[config.mk]
export PLATFORM = sky130hd
export DESIGN_NAME = rbra_arbiter
export DESIGN_NICKNAME = d
export VERILOG_FILES = /design/src/include/rbra_pkg.sv /design/src/include/rbra_wait_if.sv /design/src/rbra_arbiter.sv /design/src/rbra_sync.sv /design/src/rbra_wait_ctr.sv
export VERILOG_INCLUDE_DIRS = /design/src /design/src/include
export SDC_FILE = /design/constraint.sdc
export NUM_CORES = 1
export LEC_CHECK = 0
export ABC_AREA = 1
export BUFFER_PORTS_ARGS = -buffer_cell sky130_fd_sc_hd__clkbuf_2
export CAP_MARGIN = 15
export CORE_ASPECT_RATIO = 0.9
export CORE_MARGIN = 2
export CORE_UTILIZATION = 57
export DETAILED_ROUTE_END_ITERATION = 10
export PLACE_DENSITY = 0.92
export SLEW_MARGIN = 10
export SYNTH_ARGS = -nofsm -noshare
export SYNTH_HDL_FRONTEND = slang
export SYNTH_SLANG_ARGS = --single-unit
[constraint.sdc]
create_clock -name CLK_IN -period 2.8 [get_ports CLK_IN]
set_input_delay 0.14 -clock CLK_IN [delete_from_list [all_inputs] [get_ports CLK_IN]]
set_output_delay 0.14 -clock CLK_IN [all_outputs]
set_load 0.01 [all_outputs]
[src/include/rbra_map.svh]
// Register offsets, field positions, reset values and pin indices of the remote read arbiter.
// Assumes an 8-bit register port with a 3-bit word address.
`ifndef RBRA_MAP_SVH
`define RBRA_MAP_SVH

// ****************************************************************
// Register offsets
// ****************************************************************
`define RBRA_REG_CTRL      3'h0
`define RBRA_REG_WCFG      3'h1
`define RBRA_REG_STAT      3'h2
`define RBRA_REG_PCL       3'h3
`define RBRA_REG_PCH       3'h4

// ****************************************************************
// Field positions
// ****************************************************************
`define RBRA_CTRL_MS_LSB   0
`define RBRA_CTRL_LOR_BIT  2
`define RBRA_WCFG_IW_LSB   0
`define RBRA_WCFG_DW_LSB   2
`define RBRA_STAT_RR_BIT   0
`define RBRA_STAT_HIB_BIT  1
`define RBRA_STAT_OWN_BIT  2

// ****************************************************************
// Memory select codes
// ****************************************************************
`define RBRA_MS_DATA_MEMORY       2'h0
`define RBRA_MS_INSTRUCTION_MEMORY       2'h1
`define RBRA_MS_PCL        2'h2
`define RBRA_MS_PCH        2'h3

// ****************************************************************
// Reset values
// ****************************************************************
`define RBRA_MS_RST        2'h0
`define RBRA_IW_RST        2'h0
`define RBRA_DW_RST        3'h0
`define RBRA_PC_RST        16'h0000
// Pin order into the synchroniser: select, read_n, wait_n, cmd
`define RBRA_PIN_RST       4'h6
`define RBRA_PIN_SEL       0
`define RBRA_PIN_RDN       1
`define RBRA_PIN_WAITN     2
`define RBRA_PIN_CMD       3

`endif

[src/include/rbra_pkg.sv]
// Types of the remote read arbiter.
// Assumes nothing beyond the compile order given.
package rbra_pkg;

	// ****************************************************************
	// Arbiter states
	// ****************************************************************
	typedef enum logic [8:0]
	{
		ST_IDLE     = 9'h001,
		ST_HELD     = 9'h002,
		ST_RELEASE  = 9'h004,
		ST_SETUP    = 9'h008,
		ST_ACCESS   = 9'h010,
		ST_VALID    = 9'h020,
		ST_FINISH   = 9'h040,
		ST_DFINISH  = 9'h080,
		ST_RETURN   = 9'h100
	} rbra_state_t;

	// ****************************************************************
	// Access targets
	// ****************************************************************
	typedef enum logic [2:0]
	{
		TGT_RIC  = 3'h0,
		TGT_PCL  = 3'h1,
		TGT_PCH  = 3'h2,
		TGT_DATA_MEMORY = 3'h3,
		TGT_IL   = 3'h4,
		TGT_IH   = 3'h5
	} rbra_target_t;

endpackage

[src/include/rbra_wait_if.sv]
// Link between the arbiter and its wait state counter.
// Assumes both ends run on the arbiter clock.
`timescale 1ns/1ns
interface rbra_wait_if #(parameter int CNT_W = 3);
	logic             load;
	logic             dec;
	logic [CNT_W-1:0] load_val;
	logic             done;

	modport ctrl (output load, output dec, output load_val, input done);
	modport counter (input load, input dec, input load_val, output done);
endinterface

[src/rbra_arbiter.sv]
// Remote access arbiter, buffered read mode: shares the local buses with a remote processor.
// Assumes a remote processor on buffered buses and a local timing control unit on CLK_IN.
//
// Functional notes
// RL1 - A remote read stays in progress until the remote read strobe is removed.
// RL2 - Without select and read strobe together, stay idle and start nothing.
// RL3 - Read under lockout, local request or local grant goes to held-off and stays there while any of them lasts.
// RL4 - In idle and held-off, grant local requests when lock is high and buses free.
// RL5 - Drop acknowledge as soon as the remote read condition is seen.
// RL6 - Free lockout and no local request: enter bus release; grant nothing until idle.
// RL7 - Float the address bus, and the data bus for data memory, after release.
// RL8 - Setup state raises ownership, keeps acknowledge low, loads the wait counter with the target's wait count.
// RL9 - Command high reads the control register, already shown on the data bus.
// RL10 - Memory select 10 or 11 presents the program counter low or high byte.
// RL11 - Data memory: assert read strobe, float both buses, loop for data waits.
// RL12 - Instruction memory: low byte then high byte by the high-byte flag.
// RL13 - Clear the high-byte flag on reset and on writing 01 to memory select.
// RL14 - Wait input low extends the access for as long as it stays low.
// RL15 - After waits, enter data valid, raise acknowledge, loop while the read stands.
// RL16 - Ownership falls after the read ends, except in the data memory finish state.
// RL17 - Non data memory: finish state with ownership low, then idle.
// RL18 - Data memory: finish with ownership high, then return with ownership low.
// RL19 - After an instruction read toggle the flag; high byte increments the counter.
// RL20 - Delay bus takeover one cycle and stall the timing unit meanwhile.
// RL21 - Data memory: one settle cycle, acknowledge after one plus the data waits.
// RL22 - Remote ends with strobe high; device releases read strobe, ownership later.
// RL23 - While lockout is set every new remote access keeps acknowledge low.
// RL24 - All state changes happen on the rising clock edge. Reset to idle is asynchronous on RESET_IN.
// RL25 - Sticky remote read flag sets when a data memory read enters data valid; write one clears.
// RL26 - Select and read strobe are synchronised before any decision.
`timescale 1ns/1ns
`include "rbra_map.svh"
module rbra_arbiter #(
	parameter int IW_W  = 2,
	parameter int DW_W  = 3,
	parameter int PC_W  = 16
) (
	input  wire logic        CLK_IN,
	input  wire logic        RESET_IN,
	input  wire logic        REMOTE_SELECT_IN,
	input  wire logic        REMOTE_READ_STROBE_N_IN,
	input  wire logic        CMD_IN,
	input  wire logic        WAIT_N_IN,
	input  wire logic        LOCK_IN,
	input  wire logic        LOCAL_BUS_REQUEST_IN,
	input  wire logic [15:0] INSTRUCTION_MEMORY_DATA_IN,
	input  wire logic [2:0]  REG_ADDR_IN,
	input  wire logic [7:0]  REG_WDATA_IN,
	input  wire logic        REG_WR_IN,
	input  wire logic        REG_RD_IN,
	output logic      [7:0]  REG_RDATA_OUT,
	output logic             REMOTE_ACKNOWLEDGE_OUT,
	output logic             REMOTE_BUS_OWNERSHIP_OUT,
	output logic             MEM_READ_N_OUT,
	output logic             LOCAL_BUS_GRANT_OUT,
	output logic             REMOTE_WAIT_CYCLE_OUT,
	output logic             ADDR_OE_OUT,
	output logic             AD_OE_OUT,
	output logic      [7:0]  AD_OUT
);

	// ****************************************************************
	// Declarations
	// ****************************************************************
	logic [3:0]               pins_raw;
	logic [3:0]               pins_sync;
	logic                     rd_cond;
	logic                     wait_n;
	logic                     cmd;
	rbra_pkg::rbra_state_t    state_q;
	rbra_pkg::rbra_state_t    state_d;
	rbra_pkg::rbra_target_t   tgt_q;
	rbra_pkg::rbra_target_t   tgt_d;
	logic [1:0]               ms_q;
	logic                     lockout_q;
	logic [IW_W-1:0]          iw_q;
	logic [DW_W-1:0]          dw_q;
	logic                     hib_q;
	logic                     rr_flag_q;
	logic [PC_W-1:0]          pc_q;
	logic                     busy_local;
	logic                     grant_d;
	logic                     wr_ctrl;
	logic                     instruction_memory_done;
	logic                     a_float_d;
	logic [7:0]               ric_byte;
	logic [7:0]               ad_d;

	rbra_wait_if #(.CNT_W(DW_W)) wif ();

	// ****************************************************************
	// Helpers
	// ****************************************************************
	function automatic rbra_pkg::rbra_target_t tgt_of(input logic c, input logic [1:0] ms, input logic high_byte_flag);
		if (c)
			return rbra_pkg::TGT_RIC;
		case (ms)
			`RBRA_MS_PCL:  return rbra_pkg::TGT_PCL;
			`RBRA_MS_PCH:  return rbra_pkg::TGT_PCH;
			`RBRA_MS_DATA_MEMORY: return rbra_pkg::TGT_DATA_MEMORY;
			default:       return high_byte_flag ? rbra_pkg::TGT_IH : rbra_pkg::TGT_IL;
		endcase
	endfunction

	function automatic logic is_arb_free(input rbra_pkg::rbra_state_t s);
		return (s == rbra_pkg::ST_IDLE) || (s == rbra_pkg::ST_HELD);
	endfunction

	// ****************************************************************
	// Pin synchronisation
	// ****************************************************************
	assign pins_raw = {CMD_IN, WAIT_N_IN, REMOTE_READ_STROBE_N_IN, REMOTE_SELECT_IN};

	rbra_sync #(
		.WIDTH     (4),
		.RESET_VAL (`RBRA_PIN_RST)
	) u_sync (
		.clk_in   (CLK_IN),
		.reset_in (RESET_IN),
		.async_in (pins_raw),
		.sync_out (pins_sync)
	);

	// Select and strobe act only as one combined condition
	assign rd_cond  = pins_sync[`RBRA_PIN_SEL] & ~pins_sync[`RBRA_PIN_RDN]; // RL26
	assign wait_n   = pins_sync[`RBRA_PIN_WAITN];
	assign cmd      = pins_sync[`RBRA_PIN_CMD];
	assign ric_byte = {5'h00, lockout_q, ms_q};
	assign wr_ctrl  = REG_WR_IN && (REG_ADDR_IN == `RBRA_REG_CTRL);
	assign busy_local = lockout_q || LOCAL_BUS_GRANT_OUT || LOCAL_BUS_REQUEST_IN;
	assign instruction_memory_done = (state_q == rbra_pkg::ST_FINISH)
		&& ((tgt_q == rbra_pkg::TGT_IL) || (tgt_q == rbra_pkg::TGT_IH));

	// ****************************************************************
	// Wait state counter
	// ****************************************************************
	always_comb
	begin
		wif.load = (state_q == rbra_pkg::ST_SETUP); // RL8
		if (tgt_q == rbra_pkg::TGT_DATA_MEMORY)
			wif.load_val = dw_q;
		else if ((tgt_q == rbra_pkg::TGT_IL) || (tgt_q == rbra_pkg::TGT_IH))
			wif.load_val = DW_W'(iw_q);
		else
			wif.load_val = '0;
		wif.dec = (state_q == rbra_pkg::ST_ACCESS);
	end

	rbra_wait_ctr #(
		.CNT_W (DW_W)
	) u_wait_ctr (
		.clk_in    (CLK_IN),
		.reset_in  (RESET_IN),
		.wait_port (wif.counter)
	);

	// ****************************************************************
	// Arbiter state machine
	// ****************************************************************
	always_comb
	begin
		state_d = state_q;
		case (state_q)
			rbra_pkg::ST_IDLE, rbra_pkg::ST_HELD, rbra_pkg::ST_RETURN:
			begin
				if (!rd_cond)
					state_d = rbra_pkg::ST_IDLE; // RL2
				else if (busy_local)
					state_d = rbra_pkg::ST_HELD; // RL3 RL23
				else
					state_d = rbra_pkg::ST_RELEASE; // RL6 RL20
			end
			rbra_pkg::ST_RELEASE:
				state_d = rbra_pkg::ST_SETUP; // RL8
			rbra_pkg::ST_SETUP:
				state_d = rbra_pkg::ST_ACCESS; // RL9 RL10 RL11 RL12
			rbra_pkg::ST_ACCESS:
			begin
				if (wif.done && wait_n)
					state_d = rbra_pkg::ST_VALID; // RL14 RL15 RL21
			end
			rbra_pkg::ST_VALID:
			begin
				if (!rd_cond)
					state_d = (tgt_q == rbra_pkg::TGT_DATA_MEMORY) ? rbra_pkg::ST_DFINISH : rbra_pkg::ST_FINISH; // RL1
			end
			rbra_pkg::ST_FINISH:
				state_d = rbra_pkg::ST_IDLE; // RL17
			rbra_pkg::ST_DFINISH:
				state_d = rbra_pkg::ST_RETURN; // RL18
			default:
				state_d = rbra_pkg::ST_IDLE;
		endcase
	end

	always_ff @(posedge CLK_IN or posedge RESET_IN)
	begin
		if (RESET_IN)
			state_q <= rbra_pkg::ST_IDLE;
		else
			state_q <= state_d; // RL24
	end

	// Target is fixed when the buses are taken
	always_comb
	begin
		if ((state_d == rbra_pkg::ST_RELEASE) && (state_q != rbra_pkg::ST_RELEASE))
			tgt_d = tgt_of(cmd, ms_q, hib_q);
		else
			tgt_d = tgt_q;
	end

	always_ff @(posedge CLK_IN or posedge RESET_IN)
	begin
		if (RESET_IN)
			tgt_q <= rbra_pkg::TGT_RIC;
		else
			tgt_q <= tgt_d;
	end

	// ****************************************************************
	// Bus and handshake outputs
	// ****************************************************************
	assign grant_d = LOCAL_BUS_REQUEST_IN && LOCK_IN && is_arb_free(state_d); // RL4 RL6
	assign a_float_d = !is_arb_free(state_d) && (state_d != rbra_pkg::ST_IDLE);

	always_comb
	begin
		ad_d = ric_byte; // RL9
		if ((state_d == rbra_pkg::ST_ACCESS) || (state_d == rbra_pkg::ST_VALID))
		begin
			case (tgt_d)
				rbra_pkg::TGT_PCL: ad_d = pc_q[7:0]; // RL10
				rbra_pkg::TGT_PCH: ad_d = pc_q[15:8]; // RL10
				rbra_pkg::TGT_IL:  ad_d = INSTRUCTION_MEMORY_DATA_IN[7:0]; // RL12
				rbra_pkg::TGT_IH:  ad_d = INSTRUCTION_MEMORY_DATA_IN[15:8]; // RL12
				default:           ad_d = ric_byte;
			endcase
		end
	end

	always_ff @(posedge CLK_IN or posedge RESET_IN)
	begin
		if (RESET_IN)
		begin
			REMOTE_ACKNOWLEDGE_OUT   <= 1'b1;
			REMOTE_BUS_OWNERSHIP_OUT <= 1'b0;
			MEM_READ_N_OUT           <= 1'b1;
			ADDR_OE_OUT              <= 1'b1;
			AD_OE_OUT                <= 1'b1;
			AD_OUT                   <= 8'h00;
		end
		else
		begin
			REMOTE_ACKNOWLEDGE_OUT   <= !(state_d inside {rbra_pkg::ST_HELD, rbra_pkg::ST_RELEASE,
				rbra_pkg::ST_SETUP, rbra_pkg::ST_ACCESS}); // RL5 RL15 RL23
			REMOTE_BUS_OWNERSHIP_OUT <= state_d inside {rbra_pkg::ST_SETUP, rbra_pkg::ST_ACCESS,
				rbra_pkg::ST_VALID, rbra_pkg::ST_DFINISH}; // RL8 RL16 RL17 RL18 RL22
			MEM_READ_N_OUT           <= !((state_d inside {rbra_pkg::ST_ACCESS, rbra_pkg::ST_VALID})
				&& (tgt_d == rbra_pkg::TGT_DATA_MEMORY)); // RL11 RL21 RL22
			ADDR_OE_OUT              <= !a_float_d; // RL7
			AD_OE_OUT                <= !(a_float_d && (tgt_d == rbra_pkg::TGT_DATA_MEMORY)); // RL7 RL11
			AD_OUT                   <= ad_d;
		end
	end

	// Local side: grant only while the arbiter is free, else stall the timing unit
	always_ff @(posedge CLK_IN or posedge RESET_IN)
	begin
		if (RESET_IN)
		begin
			LOCAL_BUS_GRANT_OUT   <= 1'b0;
			REMOTE_WAIT_CYCLE_OUT <= 1'b0;
		end
		else
		begin
			LOCAL_BUS_GRANT_OUT   <= grant_d; // RL4
			REMOTE_WAIT_CYCLE_OUT <= LOCAL_BUS_REQUEST_IN && !grant_d; // RL20
		end
	end

	// ****************************************************************
	// Registers
	// ****************************************************************
	always_ff @(posedge CLK_IN or posedge RESET_IN)
	begin
		if (RESET_IN)
		begin
			ms_q      <= `RBRA_MS_RST;
			lockout_q <= 1'b0;
		end
		else if (wr_ctrl)
		begin
			ms_q      <= REG_WDATA_IN[`RBRA_CTRL_MS_LSB +: 2];
			lockout_q <= REG_WDATA_IN[`RBRA_CTRL_LOR_BIT];
		end
	end

	always_ff @(posedge CLK_IN or posedge RESET_IN)
	begin
		if (RESET_IN)
		begin
			iw_q <= `RBRA_IW_RST;
			dw_q <= `RBRA_DW_RST;
		end
		else if (REG_WR_IN && (REG_ADDR_IN == `RBRA_REG_WCFG))
		begin
			iw_q <= REG_WDATA_IN[`RBRA_WCFG_IW_LSB +: IW_W];
			dw_q <= REG_WDATA_IN[`RBRA_WCFG_DW_LSB +: DW_W];
		end
	end

	// Writing the instruction memory code realigns the word boundary
	always_ff @(posedge CLK_IN or posedge RESET_IN)
	begin
		if (RESET_IN)
			hib_q <= 1'b0; // RL13
		else if (wr_ctrl && (REG_WDATA_IN[`RBRA_CTRL_MS_LSB +: 2] == `RBRA_MS_INSTRUCTION_MEMORY))
			hib_q <= 1'b0; // RL13
		else if (instruction_memory_done)
			hib_q <= !hib_q; // RL19
	end

	always_ff @(posedge CLK_IN or posedge RESET_IN)
	begin
		if (RESET_IN)
			pc_q <= `RBRA_PC_RST;
		else if (REG_WR_IN && (REG_ADDR_IN == `RBRA_REG_PCL))
			pc_q[7:0] <= REG_WDATA_IN;
		else if (REG_WR_IN && (REG_ADDR_IN == `RBRA_REG_PCH))
			pc_q[15:8] <= REG_WDATA_IN;
		else if (instruction_memory_done && (tgt_q == rbra_pkg::TGT_IH))
			pc_q <= pc_q + PC_W'(1); // RL19
	end

	// Sticky flag: the set wins over a clear in the same cycle
	always_ff @(posedge CLK_IN or posedge RESET_IN)
	begin
		if (RESET_IN)
			rr_flag_q <= 1'b0;
		else if ((state_q == rbra_pkg::ST_ACCESS) && (state_d == rbra_pkg::ST_VALID)
			&& (tgt_q == rbra_pkg::TGT_DATA_MEMORY))
			rr_flag_q <= 1'b1; // RL25
		else if (REG_WR_IN && (REG_ADDR_IN == `RBRA_REG_STAT) && REG_WDATA_IN[`RBRA_STAT_RR_BIT])
			rr_flag_q <= 1'b0; // RL25
	end

	always_ff @(posedge CLK_IN or posedge RESET_IN)
	begin
		if (RESET_IN)
			REG_RDATA_OUT <= 8'h00;
		else if (REG_RD_IN)
		begin
			case (REG_ADDR_IN)
				`RBRA_REG_CTRL: REG_RDATA_OUT <= ric_byte;
				`RBRA_REG_WCFG: REG_RDATA_OUT <= {3'h0, dw_q, iw_q};
				`RBRA_REG_STAT: REG_RDATA_OUT <= {5'h00, REMOTE_BUS_OWNERSHIP_OUT, hib_q, rr_flag_q};
				`RBRA_REG_PCL:  REG_RDATA_OUT <= pc_q[7:0];
				`RBRA_REG_PCH:  REG_RDATA_OUT <= pc_q[15:8];
				default:        REG_RDATA_OUT <= 8'h00;
			endcase
		end
		else
			REG_RDATA_OUT <= 8'h00;
	end
endmodule

[src/rbra_sync.sv]
// Three-stage input synchroniser with agreement filter.
// Assumes inputs are asynchronous to clk_in.
`timescale 1ns/1ns
module rbra_sync #(
	parameter int               WIDTH     = 4,
	parameter logic [WIDTH-1:0] RESET_VAL = '0
) (
	input  wire logic             clk_in,
	input  wire logic             reset_in,
	input  wire logic [WIDTH-1:0] async_in,
	output logic      [WIDTH-1:0] sync_out
);

	logic [WIDTH-1:0] s1_q;
	logic [WIDTH-1:0] s2_q;
	logic [WIDTH-1:0] s3_q;

	genvar i;
	generate
		for (i = 0; i < WIDTH; i++)
		begin : g_bit
			always_ff @(posedge clk_in or posedge reset_in)
			begin
				if (reset_in)
				begin
					s1_q[i]     <= RESET_VAL[i];
					s2_q[i]     <= RESET_VAL[i];
					s3_q[i]     <= RESET_VAL[i];
					sync_out[i] <= RESET_VAL[i];
				end
				else
				begin
					s1_q[i] <= async_in[i];
					s2_q[i] <= s1_q[i];
					s3_q[i] <= s2_q[i];
					// A change counts once stages two and three agree
					if (s2_q[i] == s3_q[i])
						sync_out[i] <= s3_q[i];
				end
			end
		end
	endgenerate

endmodule

[src/rbra_wait_ctr.sv]
// Programmed wait state counter for remote accesses.
// Assumes load and dec never arrive together.
`timescale 1ns/1ns
module rbra_wait_ctr #(
	parameter int CNT_W = 3
) (
	input  wire logic   clk_in,
	input  wire logic   reset_in,
	rbra_wait_if.counter wait_port
);

	logic [CNT_W-1:0] cnt_q;

	always_ff @(posedge clk_in or posedge reset_in)
	begin
		if (reset_in)
			cnt_q <= '0;
		else if (wait_port.load)
			cnt_q <= wait_port.load_val;
		else if (wait_port.dec && cnt_q != '0)
			cnt_q <= cnt_q - CNT_W'(1);
	end

	assign wait_port.done = (cnt_q == '0);

endmodule

# Yosys cells after proc, flatten, opt, wreduce, memory -nomap -nowiden
# Cells that the tools add are included.
[totals] input_bits=37 regBits=80 elab_cells=155 out_inout_bits=23
[classes] eq_ne=38 n_bitwise=3 n_addsub=2 muxes=29 reduce_logical=47
[op_table] cell="9-bit one-hot mux with 6 select lines" n=1
[op_table] cell="8-bit 2-to-1 mux" n=6
[op_table] cell="8-bit one-hot mux with 5 select lines" n=1
[op_table] cell="8-bit one-hot mux with 4 select lines" n=1
[op_table] cell="3-bit 2-to-1 mux" n=8
[op_table] cell="1-bit logical AND" n=20
[op_table] cell="9-bit by 1-bit == test with 1-bit output, second input constant" n=2
[op_table] cell="9-bit by 2-bit == test with 1-bit output, second input constant" n=2
[op_table] cell="9-bit by 3-bit == test with 1-bit output, second input constant" n=2
[op_table] cell="9-bit by 4-bit == test with 1-bit output, second input constant" n=2
[op_table] cell="9-bit by 5-bit == test with 1-bit output, second input constant" n=2
[op_table] cell="9-bit by 6-bit == test with 1-bit output, second input constant" n=2
[op_table] cell="9-bit by 8-bit == test with 1-bit output, second input constant" n=2
[op_table] cell="9-bit 2-to-1 mux" n=2
[op_table] cell="16-bit by 1-bit adder with 16-bit output, second input constant" n=1
[op_table] cell="16-bit 2-to-1 mux" n=1
[op_table] cell="3-bit by 2-bit == test with 1-bit output, second input constant" n=5
[op_table] cell="3-bit == test, second input constant" n=5
[op_table] cell="2-bit nonzero test" n=6
[op_table] cell="9-bit by 7-bit == test with 1-bit output, second input constant" n=1
[op_table] cell="9-bit == test, second input constant" n=1
[op_table] cell="9-bit by 1-bit inequality test with 1-bit output, second input constant" n=1
[op_table] cell="9-bit by 3-bit inequality test with 1-bit output, second input constant" n=1
[op_table] cell="3-bit one-hot mux with 3 select lines" n=1
[op_table] cell="other kinds (18)" n=43

# Longest topological paths before layout
# Gate-level depths: netlist of run 1.
[depth] word_depth=13 mapped_depth=14 depth_no_buf=14

# By module
# Synthesis of run 1 repeated with hierarchy kept, for this count alone.
[hier_totals] hier_cells=513 area_unflattened_um2=4141.5
[modules_own_cells] module="rbra_arbiter" seq_area_each_um2=1532.7 area_each_um2=3465.8 cells_per_inst=452 instances=1
[modules_own_cells] module="rbra_sync" seq_area_each_um2=410.4 area_each_um2=479.2 cells_per_inst=33 instances=1
[modules_own_cells] module="rbra_wait_ctr" seq_area_each_um2=75.1 area_each_um2=196.4 cells_per_inst=28 instances=1

# Least setup slack after synthesis of run 1
# OpenSTA, ideal clock, no wires.
[synth_timing] kind="flip-flop to flip-flop" from="register state_q[0]" to="register AD_OUT[0]" setup_ns=0.122 n_path_buf=0 path_slack_ns=1.038 arrival_ns=1.640 synth_period_minus_slack_ns=1.762 stages_incl_launch_ff=14 required_time_ns=2.678 cell_sequence="dfstp_2 -> inv_1 -> nand2_1 -> nand3_1 -> nand2_1 -> nand3_4 -> nand2_2 -> nand2_4 -> inv_4 -> nand3_4 -> nand2_4 -> nand2_4 -> inv_4 -> a21oi_2"
[synth_between] elab_chain_len=9 word_cells_on_any_way=25 cone_classes="16 x eq/ne; 6 x mux; 3 x reduce/logical"
[synth_lines] element="from (decl)" line_no="rbra_arbiter.sv:70" text="rbra_pkg::rbra_state_t state_q;"
[synth_lines] element="from (signal assigned)" line_no="rbra_arbiter.sv:199" text="state_q <= rbra_pkg::ST_IDLE;"
[synth_lines] element="from (signal assigned)" line_no="rbra_arbiter.sv:201" text="state_q <= state_d;"
[synth_lines] element="9-bit by 1-bit == test with 1-bit output (tied with other cells)" line_no="rbra_arbiter.sv:163" text="case (state_q)"
[synth_lines] element="3-bit OR reduction" line_no="rbra_arbiter.sv:163"
[synth_lines] element="9-bit one-hot mux with 6 select lines" line_no="rbra_arbiter.sv:163"
[synth_lines] element="9-bit by 3-bit == test with 1-bit output" line_no="rbra_arbiter.sv:207" text="if ((state_d == rbra_pkg::ST_RELEASE) && (state_q != rbra_pkg::ST_RELEASE))"
[synth_lines] element="1-bit logical AND" line_no="rbra_arbiter.sv:207"
[synth_lines] element="3-bit 2-to-1 mux" line_no="rbra_arbiter.sv:207"
[synth_lines] element="3-bit == test (tied with other cells)" line_no="rbra_arbiter.sv:232" text="case (tgt_d)"
[synth_lines] element="8-bit one-hot mux with 4 select lines" line_no="rbra_arbiter.sv:232"
[synth_lines] element="8-bit 2-to-1 mux *" line_no="rbra_arbiter.sv:230" text="if ((state_d == rbra_pkg::ST_ACCESS) || (state_d == rbra_pkg::ST_VALID))"
[synth_lines] element="net ad_d[0]" line_no="rbra_arbiter.sv:87" text="logic [7:0] ad_d;"
[synth_lines] element="to (signal assigned)" line_no="rbra_arbiter.sv:251" text="AD_OUT <= 8'h00;"
[synth_lines] element="to (signal assigned)" line_no="rbra_arbiter.sv:263" text="AD_OUT <= ad_d;"
[synth_lines] element="to (decl)" line_no="rbra_arbiter.sv:59" text="output logic [7:0] AD_OUT"
# The timed path passes the listed nets; every way through them passes the cells marked *.
# A chain may end at the register's enable or synchronous reset.

# Worst setup path after layout of run 1
# Ends and elaborated chain as after synthesis.

==> results.py, run 1 <==
metrics = {
    "floorplanning": {
        "fp.dieH_um": 85.1,
        "dieWidth_um": 94.1,
        "die_area_sq_mm": 0.00800,
        "placement_rows": 29,
        "ios": 60,
        "initial_core_util": 0.588,
        "core_region_area_sq_mm": 0.00708,
    },
    "power": {
        "comb_power_share": 0.306,
        "netSwitchingFraction": 0.370,
        "sequential_power_share": 0.428,
        "power.internal_mw": 2.25,
        "clock_network_fraction_of_total_power": 0.266,
        "power_switching_mw": 1.32,
        "worst_case_vdd_ir_drop_uv": 391,
        "report.power.total_mw": 3.56,
        "total_leakage_power_nw": 2.38,
        "power-per-cell-area_mw_per_mm2": 732,
    },
    "synth": {
        "postSynthRegisterBits": 80,
        "post-synth-top-count-cell": "nand2_1",
        "synth_top_cell_area_share": 0.403,
        "number_of_enable_flip_flop_cells_after_synthesis": 0,
        "post_synth_main_area_contributors": "dfrtp_1, dfstp_2, nand2_1",
        "synth_top_flop_cell": "dfrtp_1",
        "cell_accounting_for_the_most_synthesized_area": "dfrtp_1",
        "portion_of_the_post_synthesis_area_used_by_sequential_elements": 0.485,
        "ys_warn_count": 0,
        "synth.cells.most_frequent": "nand2_1, dfrtp_1, inv_1",
        "synth_cell_types": 46,
        "synth-async-reset-ratio": 1.00,
        "syn_avg_cell_area_sq_um": 8.58,
        "cell_area_after_technology_mapping_sq_mm": 0.00416,
        "netlist_instances": 485,
        "synth.net_count": 528,
    },
    "clocking": {
        "clock_insertion_delay_worst_skew_ns": 0.36,
        "maximum_level_of_the_cts_h_tree": 3,
        "tritoncts.num_buffers": 9,
        "post-cts-setup-buffer-count": 0,
        "numClockSinks": 80,
        "cts-hold-fix-buffers": 7,
        "tritoncts": "done",
        "cts-root-buf": "clkbuf_8",
        "cts.repair.resized": 0,
        "cts.clk_slew.worst_paths_ns": 0.07,
        "cts_buffer_depth": 2,
    },
    "timing": {
        "final.setup_skew_ns": 0.00742,
        "final.period_utilization": 0.764,
        "setup_viol": 0,
        "hold_viol_final": 0,
        "finalSetupTns_ns": 0,
        "worst_pin_slew_ns": 0.794,
        "maxSlewViolCount": 0,
        "worst_slew_margin_rel": 0.470,
        "min_period_ns": 2.14,
        "setup_repair_after_global_routing_missed_its_margin": "false",
        "max_clock_freq_mhz": 468,
    },
    "finish": {
        "finish.instance_area_sq_mm": 0.00487,
        "num-nets-final": 603,
        "multi_input_area_sq_mm": 0.00183,
        "layout-area-overhead-vs-synth_pct": 17.1,
        "post_route_cells_drive_above_1_share": 0.234,
        "final-seq-area_sq_mm": 0.00202,
        "diodes": 0,
        "fillCellCount": 557,
    },
    "detailed_routing": {
        "number_of_iterations_in_the_first_detailed_routing_pass": 6,
        "vias": 3779,
        "ant_nets": 0,
        "totalWireLength_um": 10400,
        "post-route-drc-count": 0,
        "dr.first_iter.drc_count": 335,
        "detail_route.vias_per_cell": 5.74,
        "avgRoutedWirePerCell_um": 15.8,
    },
    "critical_path": {
        "reg2reg_to": "AD_OUT[0]",
        "critPathCaptureType": "flip-flop",
        "setup_crit_path_kind": "reg2reg",
        "crit_path_start_kind": "flip-flop",
        "critPathRequiredTime_ns": 3.04,
        "rr_startpoint": "state_q[0]",
        "timing.critical_path.arrival_ns": 2.38,
        "critical_path_peak_fanout": 16,
        "timing.reg2reg.setup_slack_ns": 0.66,
        "length_in_cells_of_the_worst_reg_to_reg_path": 13,
    },
    "grt": {
        "pin_count_of_the_biggest_net_entering_global_routing": 44,
        "grt_first_pass_wirelength_um": 16800,
        "number_of_global_route_vias_before_repair": 3508,
        "grt.overflow.total": 0,
        "grt_antenna_before_repair": 0,
        "groute.usage.overall": 0.272,
    },
    "place": {
        "place.detailed.hpwl_um": 7780,
        "dpl-instance-area_sq_mm": 0.00458,
        "gpl.final_weighted_congestion": 0.980,
        "portBuffers": 59,
    },
    "outcome": {
        "outcome": "completed",
    },
    "min_path": {
        "timing.hold.worst.class": "in2reg",
        "min_to": "REMOTE_WAIT_CYCLE_OUT",
        "worst_hold_startpoint": "LOCAL_BUS_REQUEST_IN",
        "hold_path_depth": 3,
    },
    "run": {
        "maxCapViolCount": 0,
    },
}
==> cell type report <==
type                    instances  share of cell area
well taps                      93              0.0239
flip-flops and latches         80               0.414
repair buffers                 69              0.0822
multi-input cells             328               0.375
inverters                      72              0.0583
clock buffers                  11              0.0290
clock inverters                 5              0.0167
==> metal layers <==
| metal | GRT usage | routed length, um |
|---|---|---|
| met5 | 0 | 0 |
| met4 | 0.0962 | 187 |
| met3 | 0.0613 | 1050 |
| met2 | 0.422 | 4740 |
| met1 | 0.379 | 4410 |
==> state kept, by name (all words and copies together) (netlist names), 2 cells and up <==
signal	count
iw_q	2
pc_q	16
REG_RDATA_OUT	8
ms_q	2
u_sync.sync_out	4
u_sync.s1_q	4
u_sync.s3_q	4
u_sync.s2_q	4
dw_q	3
state_q	9
tgt_q	3
u_wait_ctr.cnt_q	3
AD_OUT	8
==> critical path, stage by stage, from the launching register on <==
cell,delay [ns]
dfstp_2,0.57
inv_1,0.05
nand2_1,0.06
nand3_1,0.07
nand2_1,0.22
nand3_4,0.14
nand2_2,0.11
nand2_4,0.15
inv_4,0.17
nand3_4,0.13
nand2_4,0.12
nand2_4,0.08
inv_4,0.09
a21oi_2,0.05
==> cells by family after synthesis <==
| group | synth area share |
|---|---|
| AO/OA/AOI/OAI | 0.143 |
| XOR/XNOR | 0.0126 |
| AND/OR/NAND/NOR | 0.256 |
| adder cells (fa/ha/maj) | 0.0277 |
| buffers and inverters | 0.0755 |
| flip-flops | 0.485 |
==> cell usage in the layout, fill, tap and decap left out, drive strengths merged, types with 2 or more instances in the layout <==
cell type / n
a22oi: 4
nor2: 52
buf: 3
xor2: 5
o21ai: 44
a21oi: 34
a32o: 2
maj3: 4
bufinv: 2
o22ai: 10
nor3: 15
dfrtp: 67
nand4: 13
ha: 6
inv: 71
nand2: 88
clkinv: 3
clkbuf: 70
nand3: 38
dfstp: 13
dlygate4sd3: 7
nor4: 3
==> through the flow <==
stage | hold slack [ns] | instances | util | worst slack [ns]
2_1_floorplan | 0.144 | 485 | - | 0.630
3_3_place_gp | 0.228 | 635 | 0.647 | 0.833
3_5_place_dp | 0.229 | 635 | 0.647 | 0.728
4_1_cts | 0.0216 | 658 | 0.688 | 0.683
5_1_grt | 0.0263 | 658 | 0.688 | 0.441
6_report | 0.0230 | 658 | 0.688 | 0.662
==> power groups by stage <==
stage | Clock [mW] | Sequential [mW] | Combinational, mW
2_1_floorplan | 0 | 1.50 | 0.789
3_3_place_gp | 0 | 1.53 | 1.02
4_1_cts | 0.958 | 1.52 | 1.08
5_1_grt | 1.01 | 1.55 | 1.21
3_5_place_dp | 0 | 1.54 | 1.06
6_report | 0.949 | 1.53 | 1.09
==> worst max path at each step <==
stage | endpoint | from | slack (ns)
2_1_floorplan | AD_OUT[0] | RESET_IN | 0.63
3_5_place_dp | AD_OUT[0] | state_q[0] | 0.73
6_report | AD_OUT[0] | state_q[0] | 0.66
3_3_place_gp | AD_OUT[0] | state_q[0] | 0.83
4_1_cts | AD_OUT[0] | state_q[0] | 0.68
5_1_grt | pc_q[10] | pc_q[1] | 0.44
No activity file was read; power rests on OpenSTA's default activity.
==> run 2, diff against run 1 <==
--- a/config.mk
+++ b/config.mk
@@ -6,14 +6,14 @@
 export SDC_FILE = /design/constraint.sdc
 export NUM_CORES = 1
 export LEC_CHECK = 0
-export ABC_AREA = 1
+export ABC_AREA = 0
 export BUFFER_PORTS_ARGS = -buffer_cell sky130_fd_sc_hd__clkbuf_2
 export CAP_MARGIN = 15
 export CORE_ASPECT_RATIO = 0.9
 export CORE_MARGIN = 2
-export CORE_UTILIZATION = 57
+export CORE_UTILIZATION = 51
 export DETAILED_ROUTE_END_ITERATION = 10
-export PLACE_DENSITY = 0.92
+export PLACE_DENSITY = 0.87
 export SLEW_MARGIN = 10
 export SYNTH_ARGS = -nofsm -noshare
 export SYNTH_HDL_FRONTEND = slang
==> constraint.sdc (replaced) <==
create_clock -name CLK_IN -period 1.79 [get_ports CLK_IN]
set_input_delay 0.0895 -clock CLK_IN [delete_from_list [all_inputs] [get_ports CLK_IN]]
set_output_delay 0.0895 -clock CLK_IN [all_outputs]
set_load 0.01 [all_outputs]
==> run 2 against run 1 <==
The flow now finishes with violations (setup timing). Critical path depth down 4. Clock skew grew 0.0034 ns. Non-clock buffer count is 84 higher. Critical endpoint is now AD_OUT[1]. Largest cell class is now multi-input gates. Largest power group unchanged.
==> results.py, run 2 <==
metrics = {
    "critical_path": {
        "critical_path_peak_fanout": 5,
        "crit_path_start_kind": "flip-flop",
        "setup_crit_path_kind": "reg2reg",
        "crit_path_cell_trace": "nor3_2 > or3b_4 > nor3_4 > buf_4 > buf_4 > o21a_1 > nor3_2 > o21ai_4 > mux2_2",
        "critPathCaptureType": "flip-flop",
        "cpPeakStageDelay_ns": 0.41,
        "critical_path.slowest_cell": "or3b_4",
        "timing.reg2reg.setup_slack_ns": -0.70,
        "critPathRequiredTime_ns": 2.03,
        "length_in_cells_of_the_worst_reg_to_reg_path": 9,
        "timing.critical_path.arrival_ns": 2.74,
    },
    "synth": {
        "synth-async-reset-ratio": 1.00,
        "synth.cells.most_frequent": "dfrtp_1, a21oi_1, nand2_1",
        "synth_top_flop_cell": "dfrtp_1",
        "netlist_instances": 399,
        "cell_accounting_for_the_most_synthesized_area": "dfrtp_1",
        "cell_area_after_technology_mapping_sq_mm": 0.00401,
        "postSynthRegisterBits": 80,
        "synth_top_cell_area_share": 0.418,
        "portion_of_the_post_synthesis_area_used_by_sequential_elements": 0.503,
        "ys_warn_count": 0,
        "syn_avg_cell_area_sq_um": 10.0,
        "number_of_enable_flip_flop_cells_after_synthesis": 0,
        "synth.net_count": 442,
        "post_synth_main_area_contributors": "dfrtp_1, dfstp_2, a21oi_1",
        "post-synth-top-count-cell": "dfrtp_1",
        "synth_cell_types": 51,
    },
    "finish": {
        "num-nets-final": 591,
        "finish.instance_area_sq_mm": 0.00564,
        "fillCellCount": 491,
        "layout.cells.most_common_list": "buf_4, dfrtp_1, clkbuf_2",
        "post_route_cells_drive_above_1_share": 0.456,
        "diodes": 0,
        "top_register": "pc_q",
        "largest_register_ffs": 16,
        "final_core_utilization": 0.743,
        "largest_registers": "pc_q x16, state_q x9",
        "layout-area-overhead-vs-synth_pct": 40.6,
        "mostFrequentLayoutCell": "buf_4",
    },
    "floorplanning": {
        "die_area_sq_mm": 0.00859,
        "placement_rows": 30,
        "dieWidth_um": 97.5,
        "fp.dieH_um": 88.1,
        "ios": 60,
        "core_region_area_sq_mm": 0.00758,
        "initial_core_util": 0.529,
    },
    "detailed_routing": {
        "dr.first_iter.drc_count": 444,
        "post-route-drc-count": 0,
        "vias": 3886,
        "avgRoutedWirePerCell_um": 18.4,
        "detail_route.vias_per_cell": 5.99,
        "totalWireLength_um": 12000,
        "number_of_iterations_in_the_first_detailed_routing_pass": 5,
        "ant_nets": 0,
    },
    "place": {
        "dpl-instance-area_sq_mm": 0.00497,
        "portBuffers": 59,
        "place.detailed.hpwl_um": 7670,
        "gpl.final_weighted_congestion": 0.914,
    },
    "clocking": {
        "cts-root-buf": "clkbuf_8",
        "cts_buffer_depth": 2,
        "tritoncts.num_buffers": 9,
        "clock_insertion_delay_worst_skew_ns": 0.36,
        "tritoncts": "done",
        "numClockSinks": 80,
        "cts.clk_slew.worst_paths_ns": 0.08,
        "maximum_level_of_the_cts_h_tree": 3,
    },
    "min_path": {
        "timing.hold.worst.class": "in2reg",
        "hold_path_depth": 2,
    },
    "grt": {
        "grt.overflow.total": 0,
        "gr-usage-met3": 0.0471,
        "pin_count_of_the_biggest_net_entering_global_routing": 43,
        "grt.busiest_layer": "met2",
        "groute.layer.met1.usage": 0.355,
        "grt_antenna_before_repair": 0,
        "grt_first_pass_wirelength_um": 17200,
        "number_of_global_route_vias_before_repair": 3556,
        "groute.usage.overall": 0.257,
        "globalRouteMet2Util": 0.398,
    },
    "timing": {
        "max_clock_freq_mhz": 401,
        "maxSlewViolCount": 0,
        "final.period_utilization": 1.39,
        "finalSetupTns_ns": -7.22,
        "setup_repair_after_global_routing_missed_its_margin": "true",
        "min_period_ns": 2.49,
        "worst_slew_margin_rel": 0.598,
        "final.setup_skew_ns": 0.0108,
        "setup_viol": 24,
        "worst_pin_slew_ns": 0.602,
        "hold_viol_final": 0,
        "final.setup.worst_slack_ns": -0.702,
    },
    "run": {
        "maxCapViolCount": 0,
    },
    "outcome": {
        "outcome": "complete, but fails checks",
        "violations_in_the_final_reports": "setup timing",
    },
    "power": {
        "power-per-cell-area_mw_per_mm2": 1070,
        "total_leakage_power_nw": 2.64,
        "worst_case_vdd_ir_drop_uv": 455,
    },
}
-- run 2: cell count changes in the layout (fill, tap and decap cells not counted), sizes merged, moves of 6 or more --
cell,previous run,this run
o21ai,44,31
nand3,38,17
inv,71,11
mux2i,0,14
mux2,0,14
nor2b,0,12
nand2b,0,6
and2,0,10
nand4,13,2
nand2,88,33
nor2,52,26
o21a,0,6
buf,3,87
a22oi,4,17
-- run 2: stage by stage --
stage / hold WS, ns / setup WS [ns] / cells / total power, mW
2_1_floorplan: 0.0940 / -0.590 / 399 / 3.43
3_3_place_gp: 0.181 / -0.543 / 614 / 4.09
3_5_place_dp: 0.182 / -0.674 / 614 / 4.19
4_1_cts: 0.00324 / -0.614 / 638 / 5.67
5_1_grt: 0.0268 / -0.768 / 649 / 6.28
6_report: 0.0244 / -0.702 / 649 / 6.01
-- run 2: kinds of logic after synthesis --
family,count (synthesis),share of synthesized area
simple gates,138,0.182
compound gates,111,0.169
flops,80,0.503
mux,28,0.0783
buf+inv,27,0.0281
fa+ha+maj,10,0.0287
xor+xnor,5,0.0109
-- run 2: metal layers --
layer / up-vias / routed length, um / share of wire
met5: - / 0 / 0
met2: 218 / 5540 / 0.46
met3: 38 / 1080 / 0.091
met1: 1899 / 4940 / 0.41
li1: 1731 / - / -
met4: 0 / 406 / 0.034
-- run 2: path summary, 6_finish.rpt --
path	endpoint	startpoint
min in group asynchronous	pc_q[15]	RESET_IN
min	hib_q	REG_WDATA_IN[0]
min reg2reg	u_sync.s2_q[3]	u_sync.s1_q[3]
max reg2reg	AD_OUT[1]	lockout_q
max in group asynchronous	ADDR_OE_OUT	RESET_IN
max	AD_OUT[1]	lockout_q
-- run 2: cell type report --
type / count / area [sq um] / area share
multi-input combinational: 292 / 2160 / 0.383
sequential: 80 / 2020 / 0.358
timing repair buffer: 153 / 1080 / 0.192
clock buffer: 13 / 169 / 0.0300
tap: 96 / 120 / 0.0213
inverter: 12 / 48.8 / 0.00866
clock inverter: 3 / 40.0 / 0.00710
-- run 2: power breakdown --
part | total, mW | internal [mW] | leakage, nW | switching, mW
Clock | 1.41 | 0.755 | 0.109 | 0.656
Combinational | 2.23 | 1.10 | 1.56 | 1.13
Sequential | 2.37 | 2.08 | 0.962 | 0.294
-- run 2: critical path: cells and delay by family (launching register included) --
kind / cells / cell delay [ns]
mux: 1 / 0.37
compound gates: 2 / 0.31
buf+inv: 2 / 0.35
flops: 1 / 0.39
simple gates: 4 / 0.95
-- run 2: what timing repair did --
item	4_1_cts	5_1_grt
resized for setup	21	60
pin swaps	4	27
endpoints found under the hold margin	24	0
hold buffers	7	0
endpoints found under the setup margin	29	33
buffers inserted	1	12
gates cloned	0	1
==> run 3, diff against run 2 <==
--- a/config.mk
+++ b/config.mk
@@ -6,14 +6,13 @@
 export SDC_FILE = /design/constraint.sdc
 export NUM_CORES = 1
 export LEC_CHECK = 0
-export ABC_AREA = 0
 export BUFFER_PORTS_ARGS = -buffer_cell sky130_fd_sc_hd__clkbuf_2
 export CAP_MARGIN = 15
 export CORE_ASPECT_RATIO = 0.9
 export CORE_MARGIN = 2
 export CORE_UTILIZATION = 51
 export DETAILED_ROUTE_END_ITERATION = 10
-export PLACE_DENSITY = 0.87
+export PLACE_DENSITY = 0.81
 export SLEW_MARGIN = 10
 export SYNTH_ARGS = -nofsm -noshare
 export SYNTH_HDL_FRONTEND = slang
==> run 3 against run 2 <==
The run still ends with setup timing left. Fmax is 2.3% higher. Critical path depth is 1 lower. Sequential power hardly changed. Register-to-register slack better by 0.06 ns. Clock skew is 0.0055 ns higher. Power is 2.0% higher. Global-route usage is 1.9 points higher. Final area is 1.9% higher. First-iteration DRC count is 31% lower. Non-clock buffer count is 8 higher. Largest power group unchanged.
==> results.py, run 3 (synthesized netlist as in run 2, its figures left out) <==
metrics = {
    "finish": {
        "layout-area-overhead-vs-synth_pct": 43.3,
        "final-seq-area_sq_mm": 0.00202,
        "top_register": "pc_q",
        "diodes": 0,
        "layout.cells.most_common_list": "buf_4, dfrtp_1, clkbuf_2",
        "multi_input_area_sq_mm": 0.00220,
        "num-nets-final": 599,
        "mostFrequentLayoutCell": "buf_4",
        "fillCellCount": 470,
        "largest_registers": "pc_q x16, state_q x9",
        "post_route_cells_drive_above_1_share": 0.476,
        "largest_register_ffs": 16,
        "final_cells": 657,
    },
    "min_path": {
        "timing.hold.worst.class": "in2reg",
    },
    "clocking": {
        "numClockSinks": 80,
        "tritoncts": "done",
        "tritoncts.num_buffers": 9,
        "cts-root-buf": "clkbuf_8",
        "clock_insertion_delay_worst_skew_ns": 0.36,
        "maximum_level_of_the_cts_h_tree": 3,
        "cts_buffer_depth": 2,
        "cts.clk_slew.worst_paths_ns": 0.09,
    },
    "power": {
        "comb_power_share": 0.381,
        "total_leakage_power_nw": 2.69,
        "clock_network_fraction_of_total_power": 0.230,
        "power-per-cell-area_mw_per_mm2": 1070,
        "power.internal_mw": 3.95,
        "sequential_power_share": 0.388,
        "worst_case_vdd_ir_drop_uv": 703,
        "netSwitchingFraction": 0.355,
        "power_switching_mw": 2.18,
    },
    "timing": {
        "setup_viol": 22,
        "setup_repair_after_global_routing_missed_its_margin": "true",
        "hold_ws_ns": 0.0155,
        "worst_slew_margin_rel": 0.596,
        "hold_viol_final": 0,
        "final.setup_skew_ns": 0.0163,
        "final.period_utilization": 1.36,
        "min_period_ns": 2.44,
        "max_clock_freq_mhz": 411,
        "final.setup.worst_slack_ns": -0.645,
        "maxSlewViolCount": 0,
        "worst_pin_slew_ns": 0.607,
    },
    "detailed_routing": {
        "dr.first_iter.drc_count": 308,
        "ant_nets": 0,
        "detail_route.vias_per_cell": 6.01,
        "post-route-drc-count": 0,
        "vias": 3947,
        "avgRoutedWirePerCell_um": 19.3,
        "totalWireLength_um": 12700,
        "number_of_iterations_in_the_first_detailed_routing_pass": 5,
    },
    "grt": {
        "pin_count_of_the_biggest_net_entering_global_routing": 48,
        "grt.overflow.total": 0,
        "grt_first_pass_wirelength_um": 18400,
        "grt_antenna_before_repair": 0,
        "number_of_global_route_vias_before_repair": 3798,
        "groute.usage.overall": 0.277,
    },
    "critical_path": {
        "timing.critical_path.arrival_ns": 2.69,
        "setup_crit_path_kind": "reg2reg",
        "crit_path_cell_trace": "nor3_2 > or3b_4 > nor3_4 > buf_6 > mux2i_4 > mux2i_1 > o21ai_1 > mux2_4",
        "cpPeakStageDelay_ns": 0.42,
        "critPathCaptureType": "flip-flop",
        "worstPathBufferInverterCount": 1,
        "critPathRequiredTime_ns": 2.05,
        "critical_path_peak_fanout": 4,
        "cpLargestDelayFamily": "multiplexers",
        "critical_path.slowest_cell": "or3b_4",
        "crit_path_start_kind": "flip-flop",
    },
    "floorplanning": {
        "core_region_area_sq_mm": 0.00758,
        "die_area_sq_mm": 0.00859,
        "initial_core_util": 0.529,
        "dieWidth_um": 97.5,
        "placement_rows": 30,
        "fp.dieH_um": 88.1,
        "ios": 60,
    },
    "outcome": {
        "outcome": "complete, but fails checks",
        "violations_in_the_final_reports": "setup timing",
    },
    "place": {
        "placedCellCount": 616,
        "place.detailed.hpwl_um": 8080,
        "portBuffers": 59,
        "gpl.final_weighted_congestion": 0.940,
    },
    "run": {
        "maxCapViolCount": 0,
    },
}
[run 3: cell count changes in the layout (fill, tap and decap cells not counted), sizes merged]
cell / previous run / this run
buf: 87 / 95
clkbuf: 72 / 71
inv: 11 / 12
[run 3: layout make-up]
type | count | share of cell area
multi-input combinational | 292 | 0.383
sequential | 80 | 0.352
timing repair buffer | 161 | 0.199
clock buffer | 12 | 0.0270
tap | 96 | 0.0209
clock inverter | 4 | 0.00915
inverter | 12 | 0.00893
[run 3: worst paths after layout]
path                       slack, ns               endpoint            startpoint  cells after the start
max                            -0.65              AD_OUT[2]             lockout_q                      8
min                             0.02    LOCAL_BUS_GRANT_OUT  LOCAL_BUS_REQUEST_IN                      2
max reg2reg                    -0.65              AD_OUT[2]             lockout_q                      8
min reg2reg                     0.35         u_sync.s2_q[3]        u_sync.s1_q[3]                      0
max in group asynchronous       0.88                pc_q[3]              RESET_IN                      4
min in group asynchronous       0.37  REMOTE_WAIT_CYCLE_OUT              RESET_IN                      4
[run 3: through the flow]
step | instance area, sq um | setup slack, ns | total power [mW] | TNS, ns | util
floorplan | 4050 | -0.590 | 3.43 | -4.34 | -
global placement | 4970 | -0.564 | 4.11 | -6.64 | 0.655
detailed placement | 4970 | -0.699 | 4.23 | -8.37 | 0.655
CTS | 5460 | -0.621 | 5.83 | -5.62 | 0.720
global route | 5750 | -0.776 | 6.40 | -8.89 | 0.758
finish | 5750 | -0.645 | 6.13 | -6.44 | 0.758
[run 3: worst register-to-register path, stage by stage (launching register included)]
cell,delay [ns]
dfrtp_1,0.41
nor3_2,0.22
or3b_4,0.42
nor3_4,0.18
buf_6,0.14
mux2i_4,0.31
mux2i_1,0.28
o21ai_1,0.10
mux2_4,0.27
[run 3: power groups by stage]
stage	Combinational, mW	Sequential, mW	Clock [mW]
CTS	2.08	2.33	1.42
detailed placement	1.87	2.36	0
global placement	1.77	2.34	0
global route	2.50	2.40	1.50
finish	2.34	2.38	1.41
floorplan	1.10	2.33	0
[run 3: repair_timing]
item / CTS / global route
pin swaps: 13 / 22
setup endpoints to repair: 32 / 37
hold endpoints to repair: 73 / 0
hold buffers: 7 / 0
cloned: 1 / 0
setup buffers: 9 / 13
gates resized for setup: 38 / 58
[run 3: metal layers]
metal,track usage,routed length (um)
met1,0.350,5000
met2,0.456,6100
met3,0.0694,1130
met4,0.128,454
met5,0,0
